==> src/hdl/lgc_pkg.sv <==
/*
  Constants for the global line control and violation-counter select block.
  Assumes one 100 MHz register clock shared by every user of this package.
*/
package lgc_pkg;
  localparam int NUM_CHAN = 8;
  localparam int COUNT_W = 16;
  // Host register offsets
  localparam logic [7:0] TX_TERM_SRC_OFFSET = 8'h82;
  localparam logic [7:0] CHAN_SELECT_OFFSET = 8'h8c;
  localparam logic [7:0] COUNT_CTRL_OFFSET = 8'h8d;
  localparam logic [7:0] COUNT_READ_OFFSET = 8'h8e;
  // Reset values
  localparam logic [7:0] TX_TERM_SRC_RESET = 8'h00;
  localparam logic [7:0] CHAN_SELECT_RESET = 8'h00;
  localparam logic [7:0] COUNT_CTRL_RESET = 8'h00;
  // Field positions
  localparam int TX_ENABLE_SOURCE_SEL_BIT = 7;
  localparam int RX_TERMINATION_SOURCE_SEL_BIT = 6;
  localparam int ALL_COUNT_CLEAR_BIT = 4;
  localparam int ALL_COUNT_LATCH_BIT = 3;
  localparam int COUNTER_BYTE_CHOICE_BIT = 2;
  localparam int PER_CHANNEL_COUNT_LATCH_BIT = 1;
  localparam int PER_CHANNEL_COUNT_CLEAR_BIT = 0;
  // Channel code: value minus one is the channel
  localparam logic [3:0] CHAN_CODE_NONE = 4'h0;
  localparam logic [3:0] CHAN_CODE_FIRST = 4'h1;
  localparam logic [3:0] CHAN_CODE_LAST = 4'h8;
  // Clear must be held this long before the counter is zeroed
  localparam int CLK_PERIOD_NS = 10;
  localparam int CLEAR_HOLD_NS = 1000;
  localparam int CLEAR_HOLD_CYCLES = (CLEAR_HOLD_NS + CLK_PERIOD_NS - 1) / CLK_PERIOD_NS;
  localparam int HOLD_W = 7;
  localparam logic [HOLD_W-1:0] CLEAR_HOLD_COUNT = HOLD_W'(CLEAR_HOLD_CYCLES);
  localparam logic [COUNT_W-1:0] COUNT_MAX = 16'hffff;
endpackage : lgc_pkg

==> src/hdl/lgc_chan_if.sv <==
/*
  Carrier between the control block and one channel's violation counter.
  Assumes both ends run on the same register clock.
*/
`timescale 1ns/1ps
interface lgc_chan_if;
  import lgc_pkg::*;
  logic bump;
  logic latch;
  logic clear;
  logic [COUNT_W-1:0] count;
  logic [COUNT_W-1:0] held;
  modport ctrl (output bump, output latch, output clear, input count, input held);
  modport counter (input bump, input latch, input clear, output count, output held);
endinterface : lgc_chan_if

==> src/hdl/lgc_counter.sv <==
/*
  One channel's sixteen-bit line code violation counter and holding register.
  Assumes bump is one cycle per violation and clear is a level.
*/
`timescale 1ns/1ps
module lgc_counter
  import lgc_pkg::*;
(
  input wire logic MCLK,
  input wire logic RSTN,
  lgc_chan_if.counter chan
);
  logic [COUNT_W-1:0] count;
  logic [COUNT_W-1:0] held;
  logic [COUNT_W-1:0] next_count;

  // Saturate rather than wrap so a busy line never reads as quiet
  assign next_count = chan.clear ? '0 :
                      (chan.bump && count != COUNT_MAX) ? count + 16'h0001 : count;

  always_ff @(posedge MCLK or negedge RSTN) begin
    if (!RSTN) begin
      count <= '0;
      held <= '0;
    end else begin
      count <= next_count;
      if (chan.latch) begin
        held <= count;
      end
    end
  end

  assign chan.count = count;
  assign chan.held = held;
endmodule : lgc_counter

==> src/hdl/lgc_global_ctrl.sv <==
/*
  Global transmit/termination source control and violation counter select,
  with the counter control and readback registers they steer.
  Assumes a host bus with synchronous active-low strobes on MCLK.
*/
// What this block does
// - Bit 7 of the source register picks channel register bits (0) or pins (1) for transmit enables.
// - Bit 6 picks per-channel register bits (0) or the one global pin (1) for receive termination.
// - Bits 5 to 0 of the source register are plain storage that resets to zero.
// - The low nibble of the select register picks whose counter byte the readback returns.
// - The same nibble picks which counter a per-channel latch or clear acts on.
// - Code 0 selects no channel and codes 1 to 8 select channels 0 to 7.
// - The upper nibble of the select register is plain storage that resets to zero.
// - After reset the readback shows the low byte with no channel selected.
// - The byte choice bit returns the low byte at 0 and the high byte at 1.
// - Setting the per-channel latch copies the live count into the holding register that is read.
`timescale 1ns/1ps
module lgc_global_ctrl
  import lgc_pkg::*;
(
  input wire logic MCLK,
  input wire logic RSTN,
  input wire logic CS_N,
  input wire logic WR_N,
  input wire logic RD_N,
  input wire logic [7:0] ADDR,
  input wire logic [7:0] WDATA,
  output logic [7:0] RDATA,
  input wire logic [NUM_CHAN-1:0] TX_ENABLE_REG,
  input wire logic [NUM_CHAN-1:0] TX_ENABLE_PIN,
  input wire logic [NUM_CHAN-1:0] RX_TERM_REG,
  input wire logic RX_TERM_PIN,
  input wire logic [NUM_CHAN-1:0] VIOLATION_PULSE,
  output logic [NUM_CHAN-1:0] TRANSMITTER_OUTPUT_ENABLE,
  output logic [NUM_CHAN-1:0] RX_TERMINATION_CHOICE
);
  logic [7:0] tx_term_src;
  logic [7:0] chan_select;
  logic [7:0] count_ctrl;
  logic latch_ch_prev;
  logic latch_all_prev;
  logic [HOLD_W-1:0] clr_ch_hold;
  logic [HOLD_W-1:0] clr_all_hold;

  wire wr_stb = !CS_N && !WR_N;
  wire rd_stb = !CS_N && !RD_N;
  wire hit_src = ADDR == TX_TERM_SRC_OFFSET;
  wire hit_sel = ADDR == CHAN_SELECT_OFFSET;
  wire hit_ctrl = ADDR == COUNT_CTRL_OFFSET;
  wire hit_read = ADDR == COUNT_READ_OFFSET;

  wire tx_enable_source_sel = tx_term_src[TX_ENABLE_SOURCE_SEL_BIT];
  wire rx_termination_source_sel = tx_term_src[RX_TERMINATION_SOURCE_SEL_BIT];
  wire [NUM_CHAN-1:0] next_tx_enable = tx_enable_source_sel ? TX_ENABLE_PIN : TX_ENABLE_REG;
  wire [NUM_CHAN-1:0] next_rx_term =
    rx_termination_source_sel ? {NUM_CHAN{RX_TERM_PIN}} : RX_TERM_REG;

  // Channel code decode: value minus one, codes past the last channel select none
  wire [3:0] chan_code = chan_select[3:0];
  wire chan_valid = (chan_code >= CHAN_CODE_FIRST) && (chan_code <= CHAN_CODE_LAST);
  wire [3:0] chan_off = chan_code - CHAN_CODE_FIRST;
  wire [2:0] chan_idx = chan_off[2:0];

  wire counter_byte_choice = count_ctrl[COUNTER_BYTE_CHOICE_BIT];
  wire per_channel_count_latch = count_ctrl[PER_CHANNEL_COUNT_LATCH_BIT];
  wire per_channel_count_clear = count_ctrl[PER_CHANNEL_COUNT_CLEAR_BIT];
  wire all_count_latch = count_ctrl[ALL_COUNT_LATCH_BIT];
  wire all_count_clear = count_ctrl[ALL_COUNT_CLEAR_BIT];

  // Latch on the rising edge so a bit left at 1 does not keep refreshing
  wire latch_ch = per_channel_count_latch && !latch_ch_prev;
  wire latch_all = all_count_latch && !latch_all_prev;
  // A clear shorter than the hold time is ignored to reject bus glitches
  wire clr_ch = per_channel_count_clear && (clr_ch_hold == CLEAR_HOLD_COUNT);
  wire clr_all = all_count_clear && (clr_all_hold == CLEAR_HOLD_COUNT);

  wire [NUM_CHAN-1:0] chan_hit = chan_valid ? (NUM_CHAN'(1) << chan_idx) : '0;
  logic [COUNT_W-1:0] held_w [NUM_CHAN];

  lgc_chan_if ch [NUM_CHAN] ();

  genvar gi;
  generate
    for (gi = 0; gi < NUM_CHAN; gi++) begin : g_chan
      assign ch[gi].bump = VIOLATION_PULSE[gi];
      assign ch[gi].latch = (latch_ch && chan_hit[gi]) || latch_all;
      assign ch[gi].clear = (clr_ch && chan_hit[gi]) || clr_all;
      assign held_w[gi] = ch[gi].held;
      lgc_counter u_counter (
        .MCLK(MCLK),
        .RSTN(RSTN),
        .chan(ch[gi])
      );
    end
  endgenerate

  wire [COUNT_W-1:0] sel_held = held_w[chan_idx];
  wire [7:0] count_byte = !chan_valid ? 8'h00 :
                          counter_byte_choice ? sel_held[15:8] : sel_held[7:0];

  wire [7:0] next_rdata = !rd_stb ? 8'h00 :
                          hit_src ? tx_term_src :
                          hit_sel ? chan_select :
                          hit_ctrl ? count_ctrl :
                          hit_read ? count_byte : 8'h00;

  wire [HOLD_W-1:0] next_clr_ch_hold = !per_channel_count_clear ? '0 :
    (clr_ch_hold == CLEAR_HOLD_COUNT) ? clr_ch_hold : clr_ch_hold + 7'h01;
  wire [HOLD_W-1:0] next_clr_all_hold = !all_count_clear ? '0 :
    (clr_all_hold == CLEAR_HOLD_COUNT) ? clr_all_hold : clr_all_hold + 7'h01;

  always_ff @(posedge MCLK or negedge RSTN) begin
    if (!RSTN) begin
      tx_term_src <= TX_TERM_SRC_RESET;
      chan_select <= CHAN_SELECT_RESET;
      count_ctrl <= COUNT_CTRL_RESET;
    end else if (wr_stb) begin
      if (hit_src) begin
        tx_term_src <= WDATA;
      end
      if (hit_sel) begin
        chan_select <= WDATA;
      end
      if (hit_ctrl) begin
        count_ctrl <= WDATA;
      end
    end
  end

  always_ff @(posedge MCLK or negedge RSTN) begin
    if (!RSTN) begin
      latch_ch_prev <= 1'b0;
      latch_all_prev <= 1'b0;
      clr_ch_hold <= '0;
      clr_all_hold <= '0;
    end else begin
      latch_ch_prev <= per_channel_count_latch;
      latch_all_prev <= all_count_latch;
      clr_ch_hold <= next_clr_ch_hold;
      clr_all_hold <= next_clr_all_hold;
    end
  end

  always_ff @(posedge MCLK or negedge RSTN) begin
    if (!RSTN) begin
      RDATA <= 8'h00;
      TRANSMITTER_OUTPUT_ENABLE <= '0;
      RX_TERMINATION_CHOICE <= '0;
    end else begin
      RDATA <= next_rdata;
      TRANSMITTER_OUTPUT_ENABLE <= next_tx_enable;
      RX_TERMINATION_CHOICE <= next_rx_term;
    end
  end
endmodule : lgc_global_ctrl

==> config.mk <==
export PLATFORM = sky130hd
export DESIGN_NAME = lgc_global_ctrl
export DESIGN_NICKNAME = d
export VERILOG_FILES = /design/src/hdl/lgc_pkg.sv /design/src/hdl/lgc_chan_if.sv /design/src/hdl/lgc_counter.sv /design/src/hdl/lgc_global_ctrl.sv
export SDC_FILE = /design/constraint.sdc
export NUM_CORES = 1
export LEC_CHECK = 0
export BUFFER_PORTS_ARGS = -buffer_cell sky130_fd_sc_hd__clkbuf_2
export CAP_MARGIN = 20
export CORE_UTILIZATION = 50
export DETAILED_ROUTE_END_ITERATION = 8
export PLACE_DENSITY = 0.67
export REMOVE_ABC_BUFFERS = 1
export SETUP_SLACK_MARGIN = 0.1
export SYNTH_ARGS = -nofsm -noshare
export SYNTH_HDL_FRONTEND = slang
export SYNTH_SLANG_ARGS = --single-unit
==> constraint.sdc <==
create_clock -name MCLK -period 3.8 [get_ports MCLK]
set_clock_uncertainty 0.1 [all_clocks]
set_input_delay 1.14 -clock MCLK [delete_from_list [all_inputs] [get_ports MCLK]]
set_output_delay 1.14 -clock MCLK [all_outputs]
set_load 0.1 [all_outputs]
# [Word level (Yosys, flattened, before mapping)]
# Cells that the tools add are included.
[totals] inputBits=54 reg_bits=320
[op_classes] bitwise=1 reduce_logical=63 n_addsub=11 muxes=33 n_shift=1 order_cmp=3 eq_ne=16
[op_table] op="16-bit two-way mux" n=18
[op_table] op="16-bit by 1-bit adder with 16-bit output, second input constant" n=8
[op_table] op="16-bit != test, second input constant" n=8
[op_table] op="8-bit two-way mux" n=10
[op_table] op="16-bit binary-select mux with 3-bit select" n=1
[op_table] op="8-bit == test, second input constant" n=4
[op_table] op="1-bit logical AND" n=31
[op_table] op="7-bit two-way mux" n=4
[op_table] op="1-bit logical OR" n=16
[op_table] op="2-bit nonzero test" n=8
[op_table] op="7-bit by 1-bit adder with 7-bit output, second input constant" n=2
[op_table] op="7-bit == test, second input constant" n=2
[op_table] op="1-bit by 3-bit << shifter with 8-bit output, first input constant" n=1
[op_table] op="2-bit AND reduction" n=3
[op_table] op="1-bit zero test" n=5
[op_table] op="4-bit by 1-bit >= comparator with 1-bit output, second input constant" n=1
[op_table] op="4-bit >= comparator, second input constant" n=1
[op_table] op="4-bit less-or-equal comparator, second input constant" n=1
[op_table] op="2-bit != test, second input constant" n=2
[op_table] op="3-bit inverter with 4-bit output" n=1
[op_table] op="3-bit by 1-bit subtractor with 3-bit output, second input constant" n=1

# [Depth between registers and ports, before layout]
# Gate-level depths: netlist of run 1.
[logic_depth] ltp_word=12 ltp_mapped=11 depth_no_buf=7

# [Modules after synthesis]
# From an unflattened synthesis of run 1, not the netlist that was laid out.
[unflattened] cells_unflattened=1375 area_unflattened_um2=16308.1
[by_module_without_submodules] module="lgc_counter" cells_per_inst=130 instances=8 area_per_inst_um2=1526.5 seq_area_each_um2=800.8
[by_module_without_submodules] module="lgc_global_ctrl" cells_per_inst=335 instances=1 area_per_inst_um2=4096.4 seq_area_each_um2=1601.5

# [Worst setup path after synthesis of run 1]
# Ideal clock, no wire load.
[synth_timing] path_kind="input port to flip-flop" startpoint="input ADDR[5]" endpoint="register chan_select[2]" setup_ns=0.125 path_stages=4 arrival_time_ns=2.533 path_slack_ns=1.042 cell_sequence="nor4b_1 > nor3b_1 > nor3b_4 > mux2_2"
[synth_via] elab_chain_len=2
[synth_rtl] element="from (decl)" line_no="lgc_global_ctrl.sv:26" source="input wire logic [7:0] ADDR,"
[synth_rtl] element="8-bit == test" line_no="lgc_global_ctrl.sv:48" source="wire hit_sel = ADDR == CHAN_SELECT_OFFSET;"
[synth_rtl] element="2-bit AND reduction (no source line)"
[synth_rtl] element="to (signal assigned)" line_no="lgc_global_ctrl.sv:115" source="chan_select <= CHAN_SELECT_RESET;"
[synth_rtl] element="to (signal assigned)" line_no="lgc_global_ctrl.sv:122" source="chan_select <= WDATA;"
[synth_rtl] element="to (decl)" line_no="lgc_global_ctrl.sv:38" source="logic [7:0] chan_select;"
# Every way passes these cells.
# A chain may end at the register's enable or synchronous reset.

# [Worst setup path in the final report of run 1]
[layout_timing] startpoint="register chan_select[0]" endpoint="register g_chan[2].u_counter.count[4]"
[layout_via] elab_chain_len=6 word_cells_on_any_way=10 classes_between="add/sub (1); order compare (2); shift (1); mux (2); reduce/logical (4)"
[layout_rtl] element="3-bit by 1-bit subtractor with 3-bit output, or another cell as far along" line_no="lgc_global_ctrl.sv:61" source="wire [3:0] chan_off = chan_code - CHAN_CODE_FIRST;"
[layout_rtl] element="1-bit by 3-bit << shifter with 8-bit output / 1-bit logical AND (equally long branches)" line_no="lgc_global_ctrl.sv:77, lgc_global_ctrl.sv:60"
[layout_rtl] element="8-bit two-way mux (*)" line_no="lgc_global_ctrl.sv:77" source="wire [NUM_CHAN-1:0] chan_hit = chan_valid ? (NUM_CHAN'(1) << chan_idx) : '0;"
[layout_rtl] element="1-bit logical AND (*)" line_no="lgc_global_ctrl.sv:87" source="assign ch[gi].clear = (clr_ch && chan_hit[gi]) || clr_all;"
[layout_rtl] element="1-bit logical OR (*)" line_no="lgc_global_ctrl.sv:87"
[layout_rtl] element="16-bit two-way mux / 2-bit nonzero test (equally long branches)"
[layout_rtl] element="to (signal assigned)" line_no="lgc_counter.sv:26" source="count <= next_count;"
[layout_rtl] element="to (decl)" line_no="lgc_counter.sv:13" source="logic [COUNT_W-1:0] count;"
# Every way passes the cells marked *; elsewhere a longest branch is shown, timed or not.

==> results of run 1 <==
-- power by group through the flow --
stage	registers, mW	clock network, mW	logic [mW]
global placement	4.60	0	1.37
finish	4.56	3.25	1.41
CTS	4.56	3.33	1.43
floorplan	4.42	0	1.00
global route	4.64	3.47	1.57
detailed placement	4.61	0	1.42
-- synth_stat cells (5+ instances only) --
master	instances
a41oi_1	5
nor3_1	32
nor4_1	9
a21oi_1	21
mux2i_1	20
o211ai_1	8
mux2_4	28
xnor2_1	61
ha_1	17
a31oi_4	8
dfrtp_1	320
a22oi_1	16
and2_1	18
nor3b_1	7
a21o_1	8
mux4_2	28
buf_6	9
nor4b_1	7
inv_1	26
a31oi_1	6
nand4_1	32
and4_1	19
nand2_1	68
and3_1	29
o21ai_0	43
clkbuf_1	20
mux2_2	122
buf_2	10
a311oi_1	5
nand3_1	54
nor2_1	144
a211oi_1	12
xor2_1	44
-- flip-flops by register name (all words and copies together) (netlist names) --
name / cells
latch_ch_prev: 1
tx_term_src: 8
RDATA: 8
latch_all_prev: 1
chan_select: 8
RX_TERMINATION_CHOICE: 8
g_chan.u_counter.chan.held: 128
g_chan.u_counter.chan.count: 128
count_ctrl: 8
clr_all_hold: 7
TRANSMITTER_OUTPUT_ENABLE: 8
clr_ch_hold: 7
-- metrics by stage --
step | hold slack, ps | area [um2] | instances
global placement | 330 | 16500 | 1767
detailed placement | 338 | 16500 | 1767
floorplan | 282 | 15500 | 1281
global route | 381 | 17600 | 1826
finish | 344 | 17600 | 1826
CTS | 352 | 17600 | 1826
-- final cells by class --
cell class	count	area, um2
Timing Repair Buffer	90	531
Clock buffer	51	1060
Tap cell	396	495
Inverter	26	97.6
Fill cell	2504	13200
Multi-Input combinational cell	935	7380
Sequential cell	320	8010
Clock inverter	8	47.5
-- logic make-up after synthesis --
kind of cell    synth area share
simple gates               0.151
fa+ha+maj                 0.0135
xor+xnor                  0.0604
flops                      0.508
compound gates            0.0748
mux                        0.169
buf+inv                   0.0237
-- final timing paths --
path                                                     end  slack (ps)  cells after the start
min in group asynchronous                    clr_all_hold[6]         420                      1
max reg2reg                g_chan[2].u_counter.chan.count[4]         670                      7
min reg2reg                                   latch_all_prev         340                      0
max in group asynchronous  g_chan[0].u_counter.chan.held[15]        2390                      2
max                        g_chan[2].u_counter.chan.count[4]         670                      7
min                                           latch_all_prev         340                      0
-- routing by layer --
layer | GRT usage | up-vias | routed length (um)
li1 | - | 4976 | -
met1 | 0.323 | 5338 | 16300
met2 | 0.335 | 306 | 15500
met3 | 0.0397 | 60 | 1870
met4 | 0.0641 | 0 | 825
met5 | 0 | - | 0
==> out/results.tsv, run 1 <==
stage	metric	value	unit
placement	dp_hpwl	24700	um
final_layout	drive_above_1_share	0.250	
power	power_density	524	mW/mm2
hold_path	worstHoldStart	count_ctrl[3]	
sta	worst_slew_pin_slew	989	ps
sta	slew_headroom	0.328	
logic_synthesis	yosysTopAreaCellShare	0.508	
routing	first_iter_violations	764	
sta	fmax	320	MHz
clock_tree	clk_path_buf_depth	3	
worst_setup_path	crit_path_start_kind	flop	
clock_tree	clk_latency	510	ps
worst_setup_path	cp_num_buf_inv	1	
die	start_util	0.511	
status	outcome	finished with violations	
grt	track_usage	0.220	
job	timing.max_cap.violations	0	
sta	slew_violations	0	
worst_setup_path	critPathLaunch	chan_select[0]	
worst_setup_path	crit_required	4060	ps
placement	dp_worst_setup_slack	612	ps
die	ioPinCount	78	
power	seqPwrFrac	0.494	
clock_tree	numCtsBuffers	35	
routing	wl	34500	um
worst_setup_path	critPathArrivalTime	3390	ps
sta	min_period	3130	ps
final_layout	n_antenna_cell	0	
sta	hold_viol	0	
worst_setup_path	rr_startpoint	chan_select[0]	
clock_tree	path_clk_slew	60	ps
final_layout	fin_util	0.572	
grt	antenna_found_initial	0	
logic_synthesis	yosys.area.top_type	dfrtp_1	
die	die-area	0.0322	mm2
routing	wire_per_inst	18.9	um
status	violations	design-rule violations	
power	p_leak	8.02	nW
worst_setup_path	critPathMaxStageDelay	800	ps
logic_synthesis	ys_ff_latch	320	
clock_tree	cts-resized-gates	0	
power	clock_power_share	0.353	
clock_tree	root_buffer	clkbuf_16	
routing	vias_per_cell	5.85	
sta	setup_ws	672	ps
die	die_w	180	um
power	combPwrFrac	0.153	
logic_synthesis	synth-edff-count	0	
worst_setup_path	endpoint_kind	flop	
worst_setup_path	slowest_stage	mux2i_2	
die	num_rows	64	
routing	drc	17	
die	core-area	0.0308	mm2
sta	fin_tns_setup	0	ps
worst_setup_path	crit_fanout	16	
power	power.switching	2.65	mW
power	total_power	9.23	mW
sta	setup_violations	0	
grt	grt_max_degree	92	
logic_synthesis	avgSynthCellArea	11.9	um2
logic_synthesis	synth_area	0.0158	mm2
power	power.internal	6.57	mW
final_layout	area_growth	11.8	%
routing	vias	10680	
logic_synthesis	ys.flop_type	dfrtp_1	
final_layout	layout_common_cells	dfrtp_1 (319), nor2_1 (144), mux2_2 (122)	
worst_setup_path	cp_top_family	multiplexers	
final_layout	final_common_cell	dfrtp_1	
final_layout	nets	1479	
grt	grt.overflow.total	0	
die	die_h	180	um
power	ir_drop	0.263	mV
clock_tree	postCtsHoldBufs	0	
clock_tree	clock_sinks	320	
sta	fin_crit_sh	0.823	
logic_synthesis	synth_cells	1326	
placement	io_buffers	77	
logic_synthesis	synth.area.top_cells	dfrtp_1 (51%), mux2_2 (8.7%), mux4_2 (4.0%)	
logic_synthesis	synth_seq_area_share	0.508	
clock_tree	cts_tree	yes	
routing	first_pass_iters	7	
logic_synthesis	synthArstFlopShare	1.00	
clock_tree	cts-htree-levels	2	
grt	first_global_vias	10243	
logic_synthesis	ys_warn_count	0	
grt	grt_pass1_wl	56700	um
logic_synthesis	synth.distinct_cells	72	
hold_path	hold_class	flop to flop	
worst_setup_path	critPathKind	flop to flop	
routing	ant_nets	0	
clock_tree	postCtsSetupBuffers	0	
placement	gp_congestion	0.895	
power	swShare	0.287	
worst_setup_path	path_cells	inv_1, ha_1, nand2b_4, mux2i_2, nand2_1, o21ai_2, nor2_1	
sta	rsz0062_at_grt	no	
(Power assumes the default switching activity.)
==> run 2, diff against run 1 <==
==> constraint.sdc (replaced) <==
create_clock -name MCLK -period 3.17 [get_ports MCLK]
set_clock_uncertainty 0.1 [all_clocks]
set_input_delay 0.951 -clock MCLK [delete_from_list [all_inputs] [get_ports MCLK]]
set_output_delay 0.951 -clock MCLK [all_outputs]
set_load 0.1 [all_outputs]
==> run 2 against run 1 <==
Effect of this change: the run still ends with design-rule violations left; routed wire length is 2.0% higher; first-iteration DRC count shrank 2.5%; sequential cell count stayed put; worst setup slack got worse by 230 ps; global-route usage rose by 0.46 points; fmax increased by 14%; critical path depth rose by 1.
==> out/results.tsv, run 2 (synthesized netlist as in run 1, its figures left out) <==
stage	metric	value	unit
status	outcome	finished with violations	
status	violations	design-rule violations	
worst_setup_path	rr_startpoint	chan_select[0]	
die	die_h	180	um
die	die_w	180	um
power	p_leak	8.10	nW
worst_setup_path	crit_path_start_kind	flop	
clock_tree	clk_path_buf_depth	3	
power	total_power	11.4	mW
die	num_rows	64	
sta	setup_ws	438	ps
worst_setup_path	endpoint_kind	flop	
placement	dp_worst_setup_slack	210	ps
worst_setup_path	crit_required	3440	ps
die	ioPinCount	78	
power	ir_drop	0.290	mV
final_layout	drive_above_1_share	0.252	
worst_setup_path	critPathArrivalTime	3000	ps
final_layout	nets	1488	
sta	fmax	366	MHz
final_layout	layout_common_cells	dfrtp_1 (319), nor2_1 (144), mux2_2 (122)	
clock_tree	clk_latency	520	ps
clock_tree	postCtsSetupBuffers	0	
hold_path	hold_class	primary input to async pin	
grt	antenna_found_initial	0	
worst_setup_path	r2r_slack	440	ps
clock_tree	cts_tree	yes	
clock_tree	postCtsHoldBufs	0	
grt	first_global_vias	10559	
sta	hold_viol	0	
clock_tree	clock_sinks	320	
final_layout	n_antenna_cell	0	
die	die-area	0.0322	mm2
clock_tree	cts-htree-levels	2	
clock_tree	path_clk_slew	60	ps
worst_setup_path	reg2regPathDepth	8	
worst_setup_path	critPathLaunch	chan_select[0]	
die	start_util	0.511	
routing	drc	17	
routing	wl	35200	um
worst_setup_path	crit_fanout	16	
clock_tree	root_buffer	clkbuf_16	
clock_tree	numCtsBuffers	34	
final_layout	final_common_cell	dfrtp_1	
sta	rsz0062_at_grt	no	
grt	met3_usage	0.0288	
sta	min_period	2730	ps
placement	dp_cells	1777	
grt	grt_max_degree	77	
routing	vias_per_cell	5.76	
die	core-area	0.0308	mm2
placement	dp_hpwl	25300	um
grt	top_usage_layer	met2	
sta	setup_violations	0	
final_layout	fin_cells	1836	
grt	grt_pass1_wl	58100	um
grt	track_usage	0.225	
job	timing.max_cap.violations	0	
placement	io_buffers	77	
grt	grt.overflow.total	0	
routing	first_iter_violations	745	
final_layout	area_growth	12.9	%
clock_tree	cts-resized-gates	0	
grt	met2_usage	0.359	
placement	gp_congestion	0.855	
routing	first_pass_iters	8	
final_layout	top_regs	g_chan.u_counter.chan.count x128, g_chan.u_counter.chan.held x128	
power	power_density	642	mW/mm2
final_layout	fin_util	0.577	
sta	fin_crit_sh	0.862	
routing	vias	10584	
routing	ant_nets	0	
grt	met1_usage	0.325	
sta	hold_ws	329	ps
sta	slew_violations	0	
worst_setup_path	critPathKind	flop to flop	
sta	slew_headroom	0.478	
routing	wire_per_inst	19.2	um
sta	worst_slew_pin_slew	776	ps
[run 2: cell count changes in the layout (fill, tap and decap cells not counted), sizes merged]
cell      delta
bufinv       +6
inv          -1
clkinvlp     +1
buf         +10
clkbuf       -1
clkinv       -5
[run 2: per-stage QoR]
| step | area (um2) | setup TNS, ps |
|---|---|---|
| 4_1_cts | 17800 | 0 |
| 5_1_grt | 17800 | 0 |
| 2_1_floorplan | 15500 | -160630 |
| 3_3_place_gp | 16600 | 0 |
| 6_report | 17800 | 0 |
| 3_5_place_dp | 16600 | 0 |
[run 2: path summary, 6_finish.rpt]
check,to
max in group asynchronous,g_chan[6].u_counter.chan.count[9]
worst min-delay path,clr_ch_hold[4]
worst max-delay path,g_chan[5].u_counter.chan.count[4]
worst max register to register,g_chan[5].u_counter.chan.count[4]
min in group MCLK,latch_all_prev
worst min register to register,latch_all_prev
[run 2: final cells by class]
cell class	count	area [um2]
clock inverters	9	198
inverters	26	97.6
multi-input cells	935	7380
fillers	2520	13000
well taps	396	495
repair buffers	100	606
flip-flops and latches	320	8010
clock buffers	50	1000
[run 2: power breakdown]
group          leakage, nW  internal [mW]  switching, mW
logic                 3.24          0.846          0.851
registers             4.28           4.73          0.730
clock network        0.582           2.68           1.58
[run 2: metal layers]
layer,vias to the layer above,wire length (um),part of all wire
li1,4981,-,-
met1,5280,16600,0.47
met5,-,0,0
met4,0,816,0.023
met2,271,16200,0.46
met3,52,1570,0.044
[run 2: critical path: stages (launching register included)]
cell,delay (ps)
dfrtp_2,410
inv_1,140
ha_1,370
nand2b_4,100
mux2i_2,420
buf_12,200
nand2_1,100
o21ai_2,610
nor3_1,130
